**config.mk**
```make
export PLATFORM = sky130hd
export DESIGN_NAME = input_sync_parameter_bank
export DESIGN_NICKNAME = d
export VERILOG_FILES = /design/src/insync_pkg.sv /design/src/insync_apb_slave.sv /design/src/input_sync_parameter_bank.sv
export SDC_FILE = /design/constraint.sdc
export NUM_CORES = 1
export LEC_CHECK = 0
export ABC_AREA = 1
export BUFFER_PORTS_ARGS = -buffer_cell sky130_fd_sc_hd__buf_2
export CELL_PAD_IN_SITES_DETAIL_PLACEMENT = 1
export CELL_PAD_IN_SITES_GLOBAL_PLACEMENT = 2
export CORE_MARGIN = 2
export CORE_UTILIZATION = 39
export CTS_CLUSTER_SIZE = 24
export DETAILED_ROUTE_END_ITERATION = 8
export GPL_ROUTABILITY_DRIVEN = 1
export PLACE_DENSITY_LB_ADDON = 0.12
export SLEW_MARGIN = 25
export SYNTH_ARGS = -nofsm -noshare
export SYNTH_HDL_FRONTEND = slang
export SYNTH_SLANG_ARGS = --single-unit
```
**constraint.sdc**
```tcl
create_clock -name clk_i -period 7.6 [get_ports clk_i]
set_input_delay 0.76 -clock clk_i [delete_from_list [all_inputs] [get_ports clk_i]]
set_output_delay 0.76 -clock clk_i [all_outputs]
set_load 0.02 [all_outputs]
```
**src/insync_pkg.sv**
```systemverilog
// package: register map, reset values and timing constants of the input sync bank
package insync_pkg;
   // ****************************************
   // register byte offsets
   // ****************************************
   localparam logic [7:0] OFS_PDO_COUNT   = 8'h00;
   localparam logic [7:0] OFS_PDO_ENTRY   = 8'h04;
   localparam logic [7:0] OFS_SYNC_COUNT  = 8'h08;
   localparam logic [7:0] OFS_MODE        = 8'h0C;
   localparam logic [7:0] OFS_CYCLE       = 8'h10;
   localparam logic [7:0] OFS_SHIFT       = 8'h14;
   localparam logic [7:0] OFS_MODES_SUP   = 8'h18;
   localparam logic [7:0] OFS_MIN_CYCLE   = 8'h1C;
   localparam logic [7:0] OFS_CALC_COPY   = 8'h20;
   localparam logic [7:0] OFS_MIN_DELAY   = 8'h24;
   localparam logic [7:0] OFS_COMMAND     = 8'h28;
   localparam logic [7:0] OFS_MAX_DELAY   = 8'h2C;
   localparam logic [7:0] OFS_MISSED      = 8'h30;
   localparam logic [7:0] OFS_OVERRUN     = 8'h34;
   localparam logic [7:0] OFS_SHORT       = 8'h38;
   localparam logic [7:0] OFS_SYNC_ERR    = 8'h3C;
   localparam logic [7:0] OFS_IRQ_STATUS  = 8'h40;
   localparam logic [7:0] OFS_IRQ_MASK    = 8'h44;
   // ****************************************
   // reset values
   // ****************************************
   localparam logic [7:0]  RST_PDO_COUNT  = 8'h01;
   localparam logic [15:0] RST_PDO_ENTRY  = 16'h1A00;
   localparam logic [7:0]  RST_SYNC_COUNT = 8'h20;
   localparam logic [15:0] RST_MODE       = 16'h0000;
   localparam logic [31:0] RST_CYCLE      = 32'h000F4240;
   localparam logic [31:0] RST_SHIFT      = 32'h00000384;
   localparam logic [15:0] RST_MODES_SUP  = 16'h8001;
   localparam logic [31:0] RST_MIN_CYCLE  = 32'h00002710;
   localparam logic [31:0] RST_CALC_COPY  = 32'h00000000;
   localparam logic [31:0] RST_MIN_DELAY  = 32'h00000384;
   localparam logic [15:0] RST_COMMAND    = 16'h0000;
   localparam logic [31:0] RST_MAX_DELAY  = 32'h00000384;
   // ****************************************
   // sync mode codes and commands
   // ****************************************
   localparam logic [15:0] MODE_FREE_RUN  = 16'h0000;
   localparam logic [15:0] MODE_SM_IN     = 16'h0001;
   localparam logic [15:0] MODE_DC_SYNC0  = 16'h0002;
   localparam logic [15:0] MODE_DC_SYNC1  = 16'h0003;
   localparam logic [15:0] MODE_SM_OUT    = 16'h0022;
   localparam logic [15:0] CMD_STOP       = 16'h0000;
   localparam logic [15:0] CMD_START      = 16'h0001;
   // ****************************************
   // interrupt status bit positions
   // ****************************************
   localparam int IRQ_MISSED   = 0;
   localparam int IRQ_OVERRUN  = 1;
   localparam int IRQ_SHORT    = 2;
   localparam int IRQ_SYNC_ERR = 3;
   localparam int IRQ_W        = 4;
   // ****************************************
   // timing
   // ****************************************
   localparam int CLK_PERIOD_NS = 10;
   localparam logic [31:0] NS_PER_CLK = 32'h0000000A;
endpackage

```
**src/insync_apb_slave.sv**
```systemverilog
// module: apb slave front end, decodes one register access per transfer
`timescale 1ns/10ps
module insync_apb_slave (
   input  wire logic        clk_i,     // system clock
   input  wire logic        rst_i,     // synchronous reset, active high
   input  wire logic        psel,      // apb select
   input  wire logic        penable,   // apb access phase
   input  wire logic        pwrite,    // apb direction
   input  wire logic [7:0]  paddr,     // apb byte address
   output logic             pready,    // apb ready, always one cycle access
   output logic             wr_o,      // write strobe, one cycle
   output logic             rd_o,      // read strobe, one cycle
   output logic [7:0]       addr_o     // word-aligned address for the bank
);
   // zero wait states: every access completes in its first access cycle
   assign pready = 1'b1;
   always_comb begin
      wr_o   = psel & penable & pwrite;
      rd_o   = psel & penable & ~pwrite;
      addr_o = {paddr[7:2], 2'b00};
   end
endmodule

```
**src/input_sync_parameter_bank.sv**
```systemverilog
// module: input synchronisation parameter and diagnostic register bank
`timescale 1ns/10ps
// Contract
// - sync mode 16-bit rw, reset free run
// - cycle time in ns, resets 1 ms
// - shift time reports 900 ns default
// - supported modes bitmap reads 0x8001
// - bits 4-5 encode input shift source
// - minimum cycle time reads 10000 ns
// - calc and copy time defaults zero
// - command 1 starts, 0 stops measurement
// - measuring keeps maxima, cleared on start
// - sync1 to sampling delay defaults 900
// - count missed sm events, dc operational
// - count overrun cycles in operational
// - count too short sync0-sync1 spacing in dc mode
// - sync error flag on late outputs in dc mode
// - one input assignment entry, 0x1A00
// - highest subindex reads 0x20
module input_sync_parameter_bank (
   input  wire logic        clk_i,          // system clock, 100 MHz
   input  wire logic        rst_i,          // synchronous reset, active high
   input  wire logic        psel,           // apb select
   input  wire logic        penable,        // apb enable
   input  wire logic        pwrite,         // apb write
   input  wire logic [7:0]  paddr,          // apb address
   input  wire logic [31:0] pwdata,         // apb write data
   output logic [31:0]      prdata,         // apb read data
   output logic             pready,         // apb ready
   output logic             pslverr,        // apb error on unmapped address
   input  wire logic        op_state_i,     // device is operational (pin)
   input  wire logic        sync0_i,        // first dc event (pin)
   input  wire logic        sync1_i,        // second dc event (pin)
   input  wire logic        sm_event_i,     // sync manager event (pin)
   input  wire logic        sample_i,       // input sampling done (pin)
   input  wire logic        avail_i,        // inputs available to master (pin)
   input  wire logic        out_late_i,     // outputs driven too late (pin)
   output logic             measuring_o,    // cycle measurement running
   output logic             irq_o           // level interrupt
);
   // ****************************************
   // state
   // ****************************************
   localparam int IRQ_W_L = insync_pkg::IRQ_W;
   typedef struct packed {
      logic [2:0]  op_s;          // synchroniser, op state
      logic [2:0]  s0_s;          // synchroniser + edge history, sync0
      logic [2:0]  s1_s;          // sync1
      logic [2:0]  sm_s;          // sm event
      logic [2:0]  sa_s;          // sampling
      logic [2:0]  av_s;          // availability
      logic [2:0]  ol_s;          // outputs late
      logic [15:0] pdo_entry;     // assigned mapping index
      logic [15:0] mode;          // sync mode
      logic [31:0] cycle;         // cycle time ns
      logic [31:0] shift;         // sync0 to sampling ns
      logic [31:0] calc;          // sampling to availability ns
      logic [31:0] maxd;          // sync1 to sampling ns
      logic [15:0] cmd;           // measurement command
      logic [15:0] missed;        // missed sm events
      logic [15:0] overrun;       // overrun cycles
      logic [15:0] short_cnt;     // short sync0-sync1 spacings
      logic        sync_err;      // sync error flag
      logic [31:0] t0;            // ns since sync0
      logic [31:0] t1;            // ns since sync1
      logic [31:0] ts;            // ns since sampling
      logic [31:0] tc;            // ns since cycle start
      logic        sm_seen;       // sm event seen this cycle
      logic        started;       // a cycle boundary has been seen
      logic        dc_run;        // a dc cycle opened by sync0 is running
      logic [IRQ_W_L-1:0] irq_st; // sticky event bits
      logic [IRQ_W_L-1:0] irq_mk; // event mask
      logic [31:0] rdata;         // registered read data
   } st_t;
   st_t r_r, r_nxt;

   logic       wr, rd;            // bus strobes
   logic [7:0] addr;              // decoded address
   logic       op, s0, s1, sme, sa, av, ol; // synchronised edges / levels
   logic       dc;                // dc mode active
   logic       mapped;            // address hits a register

   insync_apb_slave u_apb (
      .clk_i   (clk_i),
      .rst_i   (rst_i),
      .psel    (psel),
      .penable (penable),
      .pwrite  (pwrite),
      .paddr   (paddr),
      .pready  (pready),
      .wr_o    (wr),
      .rd_o    (rd),
      .addr_o  (addr)
   );

   // saturating add for the nanosecond timers, so a stalled link never wraps
   function automatic logic [31:0] tick(input logic [31:0] v);
      tick = (v > 32'hFFFFFFF5) ? v : v + insync_pkg::NS_PER_CLK;
   endfunction

   // saturating counter increment
   function automatic logic [15:0] inc16(input logic [15:0] v);
      inc16 = (v == 16'hFFFF) ? v : v + 16'h0001;
   endfunction

   // rising edge from stages 1 and 2 only; stage 0 feeds stage 1 alone
   function automatic logic rise(input logic [2:0] s);
      rise = s[1] & ~s[2];
   endfunction

   // ****************************************
   // decode
   // ****************************************
   always_comb begin
      op  = r_r.op_s[1];
      s0  = rise(r_r.s0_s);
      s1  = rise(r_r.s1_s);
      sme = rise(r_r.sm_s);
      sa  = rise(r_r.sa_s);
      av  = rise(r_r.av_s);
      ol  = rise(r_r.ol_s);
      dc  = (r_r.mode == insync_pkg::MODE_DC_SYNC0) | (r_r.mode == insync_pkg::MODE_DC_SYNC1);
      unique case (addr)
         insync_pkg::OFS_PDO_COUNT, insync_pkg::OFS_PDO_ENTRY, insync_pkg::OFS_SYNC_COUNT,
         insync_pkg::OFS_MODE, insync_pkg::OFS_CYCLE, insync_pkg::OFS_SHIFT,
         insync_pkg::OFS_MODES_SUP, insync_pkg::OFS_MIN_CYCLE, insync_pkg::OFS_CALC_COPY,
         insync_pkg::OFS_MIN_DELAY, insync_pkg::OFS_COMMAND, insync_pkg::OFS_MAX_DELAY,
         insync_pkg::OFS_MISSED, insync_pkg::OFS_OVERRUN, insync_pkg::OFS_SHORT,
         insync_pkg::OFS_SYNC_ERR, insync_pkg::OFS_IRQ_STATUS,
         insync_pkg::OFS_IRQ_MASK: mapped = 1'b1;
         default:                  mapped = 1'b0;
      endcase
   end

   // ****************************************
   // next state
   // ****************************************
   always_comb begin
      logic [IRQ_W_L-1:0] ev;     // events this cycle
      logic               start;  // measurement begins
      ev    = '0;
      r_nxt = r_r;
      start = 1'b0;
      // two-flop synchronisers plus one history stage
      r_nxt.op_s = {r_r.op_s[1:0], op_state_i};
      r_nxt.s0_s = {r_r.s0_s[1:0], sync0_i};
      r_nxt.s1_s = {r_r.s1_s[1:0], sync1_i};
      r_nxt.sm_s = {r_r.sm_s[1:0], sm_event_i};
      r_nxt.sa_s = {r_r.sa_s[1:0], sample_i};
      r_nxt.av_s = {r_r.av_s[1:0], avail_i};
      r_nxt.ol_s = {r_r.ol_s[1:0], out_late_i};
      // free running ns timers since the last events
      r_nxt.t0 = s0 ? '0 : tick(r_r.t0);
      r_nxt.t1 = s1 ? '0 : tick(r_r.t1);
      r_nxt.ts = sa ? '0 : tick(r_r.ts);
      r_nxt.tc = tick(r_r.tc);
      if (sme) begin
         r_nxt.sm_seen = 1'b1;
      end
      // leaving dc mode ends any open dc cycle
      if (!dc) begin
         r_nxt.dc_run = 1'b0;
      end
      // cycle boundary: sync0 in dc mode, else sm event or local timer
      if (dc ? s0 : (sme | (r_r.tc >= r_r.cycle))) begin
         r_nxt.tc = '0;
         // next cycle began too early, shorter than programmed
         if (op && r_r.started && (r_r.tc + 32'h00000014 < r_r.cycle)) begin
            ev[insync_pkg::IRQ_OVERRUN] = 1'b1;
         end
         // dc cycle ended with no sm event seen; only a cycle opened by
         // sync0 counts, so entering dc mode does not count a false miss
         if (dc && op && r_r.dc_run && !r_r.sm_seen && !sme) begin
            ev[insync_pkg::IRQ_MISSED] = 1'b1;
         end
         r_nxt.sm_seen = 1'b0;
         r_nxt.started = 1'b1;
         r_nxt.dc_run  = dc;
      end
      // cycle not finished: no new cycle boundary one clock after time ran out
      if (op && r_r.started && r_r.tc == r_r.cycle + insync_pkg::NS_PER_CLK) begin
         ev[insync_pkg::IRQ_OVERRUN] = 1'b1;
      end
      // sync1 too close to sync0: below the minimum delay figure
      if (dc && s1 && r_r.t0 < insync_pkg::RST_MIN_DELAY) begin
         ev[insync_pkg::IRQ_SHORT] = 1'b1;
      end
      if (dc && ol) begin
         ev[insync_pkg::IRQ_SYNC_ERR] = 1'b1;
      end
      if (ev[insync_pkg::IRQ_MISSED]) r_nxt.missed = inc16(r_r.missed);
      if (ev[insync_pkg::IRQ_OVERRUN]) r_nxt.overrun = inc16(r_r.overrun);
      if (ev[insync_pkg::IRQ_SHORT]) r_nxt.short_cnt = inc16(r_r.short_cnt);
      // flag shows the last cycle: refreshed at each sync0 in dc mode
      if (dc && s0) r_nxt.sync_err = 1'b0;
      if (ev[insync_pkg::IRQ_SYNC_ERR]) r_nxt.sync_err = 1'b1;
      // measurement keeps maxima of observed figures
      if (r_r.cmd == insync_pkg::CMD_START) begin
         if (sa && r_r.t0 > r_r.shift) r_nxt.shift = r_r.t0;
         if (sa && r_r.t1 > r_r.maxd) r_nxt.maxd = r_r.t1;
         if (av && r_r.ts > r_r.calc) r_nxt.calc = r_r.ts;
      end
      // register writes
      if (wr) begin
         unique case (addr)
            insync_pkg::OFS_PDO_ENTRY: r_nxt.pdo_entry = pwdata[15:0];
            insync_pkg::OFS_MODE:      r_nxt.mode = pwdata[15:0];
            insync_pkg::OFS_CYCLE:     r_nxt.cycle = pwdata;
            insync_pkg::OFS_COMMAND: begin
               r_nxt.cmd = pwdata[15:0];
               start = (pwdata[15:0] == insync_pkg::CMD_START) &&
                       (r_r.cmd != insync_pkg::CMD_START);
            end
            insync_pkg::OFS_IRQ_MASK:  r_nxt.irq_mk = pwdata[IRQ_W_L-1:0];
            insync_pkg::OFS_IRQ_STATUS: r_nxt.irq_st = r_r.irq_st & ~pwdata[IRQ_W_L-1:0];
            default: ;
         endcase
      end
      // a fresh measurement starts from cleared values
      if (start) begin
         r_nxt.shift = '0;
         r_nxt.calc  = '0;
         r_nxt.maxd  = '0;
      end
      // set wins over a write-one clear in the same cycle
      r_nxt.irq_st = r_nxt.irq_st | ev;
      // read data, captured at the access edge
      r_nxt.rdata = '0;
      if (rd) begin
         unique case (addr)
            insync_pkg::OFS_PDO_COUNT:  r_nxt.rdata = {24'h000000, insync_pkg::RST_PDO_COUNT};
            insync_pkg::OFS_PDO_ENTRY:  r_nxt.rdata = {16'h0000, r_r.pdo_entry};
            insync_pkg::OFS_SYNC_COUNT: r_nxt.rdata = {24'h000000, insync_pkg::RST_SYNC_COUNT};
            insync_pkg::OFS_MODE:       r_nxt.rdata = {16'h0000, r_r.mode};
            insync_pkg::OFS_CYCLE:      r_nxt.rdata = r_r.cycle;
            insync_pkg::OFS_SHIFT:      r_nxt.rdata = r_r.shift;
            insync_pkg::OFS_MODES_SUP:  r_nxt.rdata = {16'h0000, insync_pkg::RST_MODES_SUP};
            insync_pkg::OFS_MIN_CYCLE:  r_nxt.rdata = insync_pkg::RST_MIN_CYCLE;
            insync_pkg::OFS_CALC_COPY:  r_nxt.rdata = r_r.calc;
            insync_pkg::OFS_MIN_DELAY:  r_nxt.rdata = insync_pkg::RST_MIN_DELAY;
            insync_pkg::OFS_COMMAND:    r_nxt.rdata = {16'h0000, r_r.cmd};
            insync_pkg::OFS_MAX_DELAY:  r_nxt.rdata = r_r.maxd;
            insync_pkg::OFS_MISSED:     r_nxt.rdata = {16'h0000, r_r.missed};
            insync_pkg::OFS_OVERRUN:    r_nxt.rdata = {16'h0000, r_r.overrun};
            insync_pkg::OFS_SHORT:      r_nxt.rdata = {16'h0000, r_r.short_cnt};
            insync_pkg::OFS_SYNC_ERR:   r_nxt.rdata = {31'h00000000, r_r.sync_err};
            insync_pkg::OFS_IRQ_STATUS: r_nxt.rdata = {28'h0000000, r_r.irq_st};
            insync_pkg::OFS_IRQ_MASK:   r_nxt.rdata = {28'h0000000, r_r.irq_mk};
            default:                    r_nxt.rdata = '0;
         endcase
      end
   end

   // ****************************************
   // registers
   // ****************************************
   always_ff @(posedge clk_i) begin
      if (rst_i) begin
         r_r           <= '0;
         r_r.pdo_entry <= insync_pkg::RST_PDO_ENTRY;
         r_r.mode      <= insync_pkg::RST_MODE;
         r_r.cycle     <= insync_pkg::RST_CYCLE;
         r_r.shift     <= insync_pkg::RST_SHIFT;
         r_r.calc      <= insync_pkg::RST_CALC_COPY;
         r_r.maxd      <= insync_pkg::RST_MAX_DELAY;
         r_r.cmd       <= insync_pkg::RST_COMMAND;
      end else begin
         r_r <= r_nxt;
      end
   end

   // ****************************************
   // outputs
   // ****************************************
   // read data is not registered; pready is constant, so the master samples
   // prdata at the access edge, and a registered copy would arrive one edge
   // late, hence prdata is the combinational next value r_nxt.rdata: data is live
   always_comb begin
      prdata      = r_nxt.rdata;
      pslverr     = psel & penable & ~mapped;
      measuring_o = (r_r.cmd == insync_pkg::CMD_START);
      irq_o       = |(r_r.irq_st & r_r.irq_mk);
   end

   // ****************************************
   // assertions
   // ****************************************
   AST_MODE_WRITE: assert property (@(posedge clk_i) disable iff (rst_i)
      (wr && addr == insync_pkg::OFS_MODE) |=> r_r.mode == $past(pwdata[15:0]))
      else $error("sync mode write not stored");
   AST_MEAS_CLEAR: assert property (@(posedge clk_i) disable iff (rst_i)
      (wr && addr == insync_pkg::OFS_COMMAND && pwdata[15:0] == insync_pkg::CMD_START
       && r_r.cmd != insync_pkg::CMD_START) |=> (r_r.shift == 0 && r_r.maxd == 0))
      else $error("measurement start did not clear maxima");
   AST_MEAS_ON: assert property (@(posedge clk_i) disable iff (rst_i)
      (wr && addr == insync_pkg::OFS_COMMAND) |=> measuring_o == ($past(pwdata[15:0]) == 1))
      else $error("measuring flag wrong after command");
   AST_SHORT_CNT: assert property (@(posedge clk_i) disable iff (rst_i)
      (dc && s1 && r_r.t0 < insync_pkg::RST_MIN_DELAY && r_r.short_cnt != 16'hFFFF)
      |=> r_r.short_cnt == $past(r_r.short_cnt) + 16'h0001)
      else $error("short spacing not counted");
   AST_SYNC_ERR: assert property (@(posedge clk_i) disable iff (rst_i)
      (dc && ol) |=> r_r.sync_err)
      else $error("sync error flag not set");
   AST_MISSED_DC: assert property (@(posedge clk_i) disable iff (rst_i)
      !dc |=> r_r.missed == $past(r_r.missed))
      else $error("missed counter moved outside dc mode");
   AST_OVR_OP: assert property (@(posedge clk_i) disable iff (rst_i)
      !op |=> r_r.overrun == $past(r_r.overrun))
      else $error("overrun counted outside operational");
   AST_CONST_RD: assert property (@(posedge clk_i) disable iff (rst_i)
      (rd && addr == insync_pkg::OFS_MODES_SUP) |-> prdata == 32'h00008001)
      else $error("supported modes readback wrong");
endmodule

```
==> flow_summary.ini <==
[floorplan]
die_h_um = 250.4
initial_core_util = 0.3932
core_area_um2 = 60250
die_x_um = 250.4
ioPinCount = 88
rows = 90
die-area_um2 = 62720

[synthesis]
syn_inst = 3437
synthAdderAreaFrac = 0.08663
synth.most_common_cell = nand2_1
synth_compound_area_frac = 0.1795
synth_nets = 3653
syn-mean-instance-area_um2 = 6.892
synth-xor-area-share = 0.05124
ys_types = 68
yosys.area_share.simple = 0.2492
synth_top_area_cell = dfxtp_1
yosysSeqAreaShare = 0.3186
synth_common_cells = nand2_1 (522), inv_1 (504), dfxtp_1 (377), nor2_1 (377), a21oi_1 (324)
synthArstFlopShare = 0
synth_top_family_by_area = simple AND/OR/NAND/NOR gates
synth_area_um2 = 23690
synthMuxAreaShare = 0
synth_top_area_frac = 0.3186
synth_edf_count = 0
synth-main-ff-cell = dfxtp_1
synthTopCellsByArea = dfxtp_1 (32%), ha_1 (8.7%), nand2_1 (8.3%)
ys_ff_latch = 377
yosysWarnings = 0

[timing]
timing.setup.tns_ps = 0
fmax_ghz = 0.2315
setup_viol = 0
worst_pin_slew_ps = 997.5
maxSlewViolCount = 0
hold_viol = 0
period_share = 0.5683
rsz0062_at_grt = no
fin_crit_ps = 4319
clock_skew_ps = 16.07
slew_headroom = 0.3334

[clock_tree]
cts.htree.levels = 2
clock-sinks = 377
hold_buffers = 0
clk_pin_slew_worst_paths_ps = 60
insertion_delay_ps = 600
clockBufferDepth = 3
numCtsBuffers = 48
root_buffer = clkbuf_16
post_cts_resized = 0
cts_tree = built
post_cts_buffers = 0

[status]
outcome = finished, final reports clean

[setup_path]
cp-start-kind = flop
cp-end-kind = flop
worstPathRequired_ps = 8140
cp_max_fo = 33
arrival_ps = 4860
critPathKind = reg -> reg

[place]
gp_congestion = 0.8971
dp_hpwl_mm = 69.37
io_buffers = 84
place_area_um2 = 24510
dp.cells = 4170

[global_route]
grt_overflow = 0
grt_max_degree = 86
antenna_found_initial = 2
grt_first_pass_wirelength_mm = 138.4
grt.total_usage = 0.2815
grt_pass1_vias = 24134

[route]
first_iter_violations = 1332
drc = 0
routed_via_density = 5.513
antenna_left = 0
routed-wl-met3_mm = 4.018
wirelength_mm = 89.23
dr.pass1.iters = 5
wire_per_inst_um = 20.97
top_layer = met5
wl_met1_mm = 39.07
vias = 23464
wl_met2_mm = 42.56

[min_path]
min_path_type = in -> reg

[layout]
fillers = 7703
nets = 3654
stdcell_count = 4256
syn2layout_area_growth_pct = 10.25
drive_above_1_share = 0.07599
final_area_um2 = 26120
multiInputGateArea_um2 = 13440
insertedDiodeCount = 0
seq_area_um2 = 7547

[power]
swShare = 0.2479
seq_power_share = 0.439
internal_power_mw = 3.450
switching_power_mw = 1.137
p_leak_nw = 11.08
vdd_drop_max_mv = 0.1550
combPwrFrac = 0.050
p_per_area_nw_per_um2 = 175.6
p_total_mw = 4.587
p_clk_frac = 0.510

[run]
maxCapViolations = 0
[worst max-delay path: stages (launching register included)]
cell and delay, ps:
dfxtp_1 600, nand2_1 170, nor2_1 240, inv_1 90, nor4_1 660, nand2_1 200, xor2_1 190, inv_1 60
ha_1 270, nand2_1 60, nor2_1 130, nand4_1 180, nor4_1 380, nand2_1 100, nand2_1 140, nor2_1 50
nand2_1 100, nand2_4 240, nand3_1 160, nand2_1 80, nor2_1 120
[cell usage in the layout, fill, tap and decap left out, types with 8 or more instances in the layout]
cell type / count
ha_1: 164
dfxtp_1: 377
xnor2_1: 30
inv_2: 9
nor3_1: 76
a31oi_1: 11
nand3_1: 147
o22ai_1: 40
a211oi_1: 9
clkbuf_8: 13
nor2_4: 8
or2_2: 8
and3_1: 8
nand2_2: 9
a21oi_1: 324
nand4_1: 78
inv_1: 503
o211ai_1: 21
nor4_1: 40
a22oi_1: 8
nor2_2: 19
o21ai_0: 250
buf_2: 84
o21a_1: 11
nand2_1: 522
xor2_1: 106
clkbuf_16: 50
buf_4: 24
clkinv_2: 15
nand3b_1: 11
a221oi_1: 36
nor2_1: 375
[flip-flops by register name (all words and copies together), names as in the netlist]
signal  cells
r_r       363
op          1
r_nxt      13
[final timing paths]
check | end | cells after the start | from | slack [ps]
hold reg to reg | r_nxt[398] | 2 | r_nxt[397] | 410
hold / removal | r_nxt[412] | 3 | sync0_i | 360
setup / recovery | r_r[190] | 20 | r_r[67] | 3280
setup reg to reg | r_r[190] | 20 | r_r[67] | 3280
[kinds of logic (layout without fill, tap and decap cells)]
family,count (synthesis),in the layout
AOI/OAI and AO/OA,753,753
adders and majority gates,164,164
buffers and inverters,676,713
DFF,377,377
xor gates and xnor gates,137,137
and+or+nand+nor,1329,1329
other,1,1
[layer usage]
layer / global-route usage / vias up
met5: 0 / -
met4: 0.1117 / 4
met3: 0.03637 / 160
met2: 0.4871 / 461
met1: 0.3541 / 11447
li1: - / 11392
[area by class of cell]
| class | instances | area share |
|---|---|---|
| tap | 782 | 0.03747 |
| multi-input combinational | 2384 | 0.5145 |
| timing repair buffer | 108 | 0.02300 |
| clock buffer | 68 | 0.05548 |
| sequential | 377 | 0.2890 |
| inverter | 519 | 0.07465 |
| clock inverter | 18 | 0.005941 |
[power groups by stage]
| stage | sequential, mW | clock (mW) | combinational [mW] |
|---|---|---|---|
| floorplan | 2.05 | 0 | 0.147 |
| global placement | 2.06 | 0 | 0.222 |
| detailed placement | 2.06 | 0 | 0.231 |
| CTS | 2.01 | 2.39 | 0.233 |
| global route | 2.02 | 2.47 | 0.258 |
| finish | 2.01 | 2.34 | 0.231 |
[per-stage QoR]
| stage | hold slack, ps | setup WS [ps] | utilization |
|---|---|---|---|
| 3_3_place_gp | 395.0 | 3287 | 0.4069 |
| 3_5_place_dp | 399.7 | 3128 | 0.4069 |
| 6_report | 362.9 | 3281 | 0.4335 |
| 5_1_grt | 358.3 | 3006 | 0.4335 |
| 4_1_cts | 341.9 | 3304 | 0.4335 |
| 2_1_floorplan | 388.3 | 4567 | - |
(Power assumes the default switching activity.)
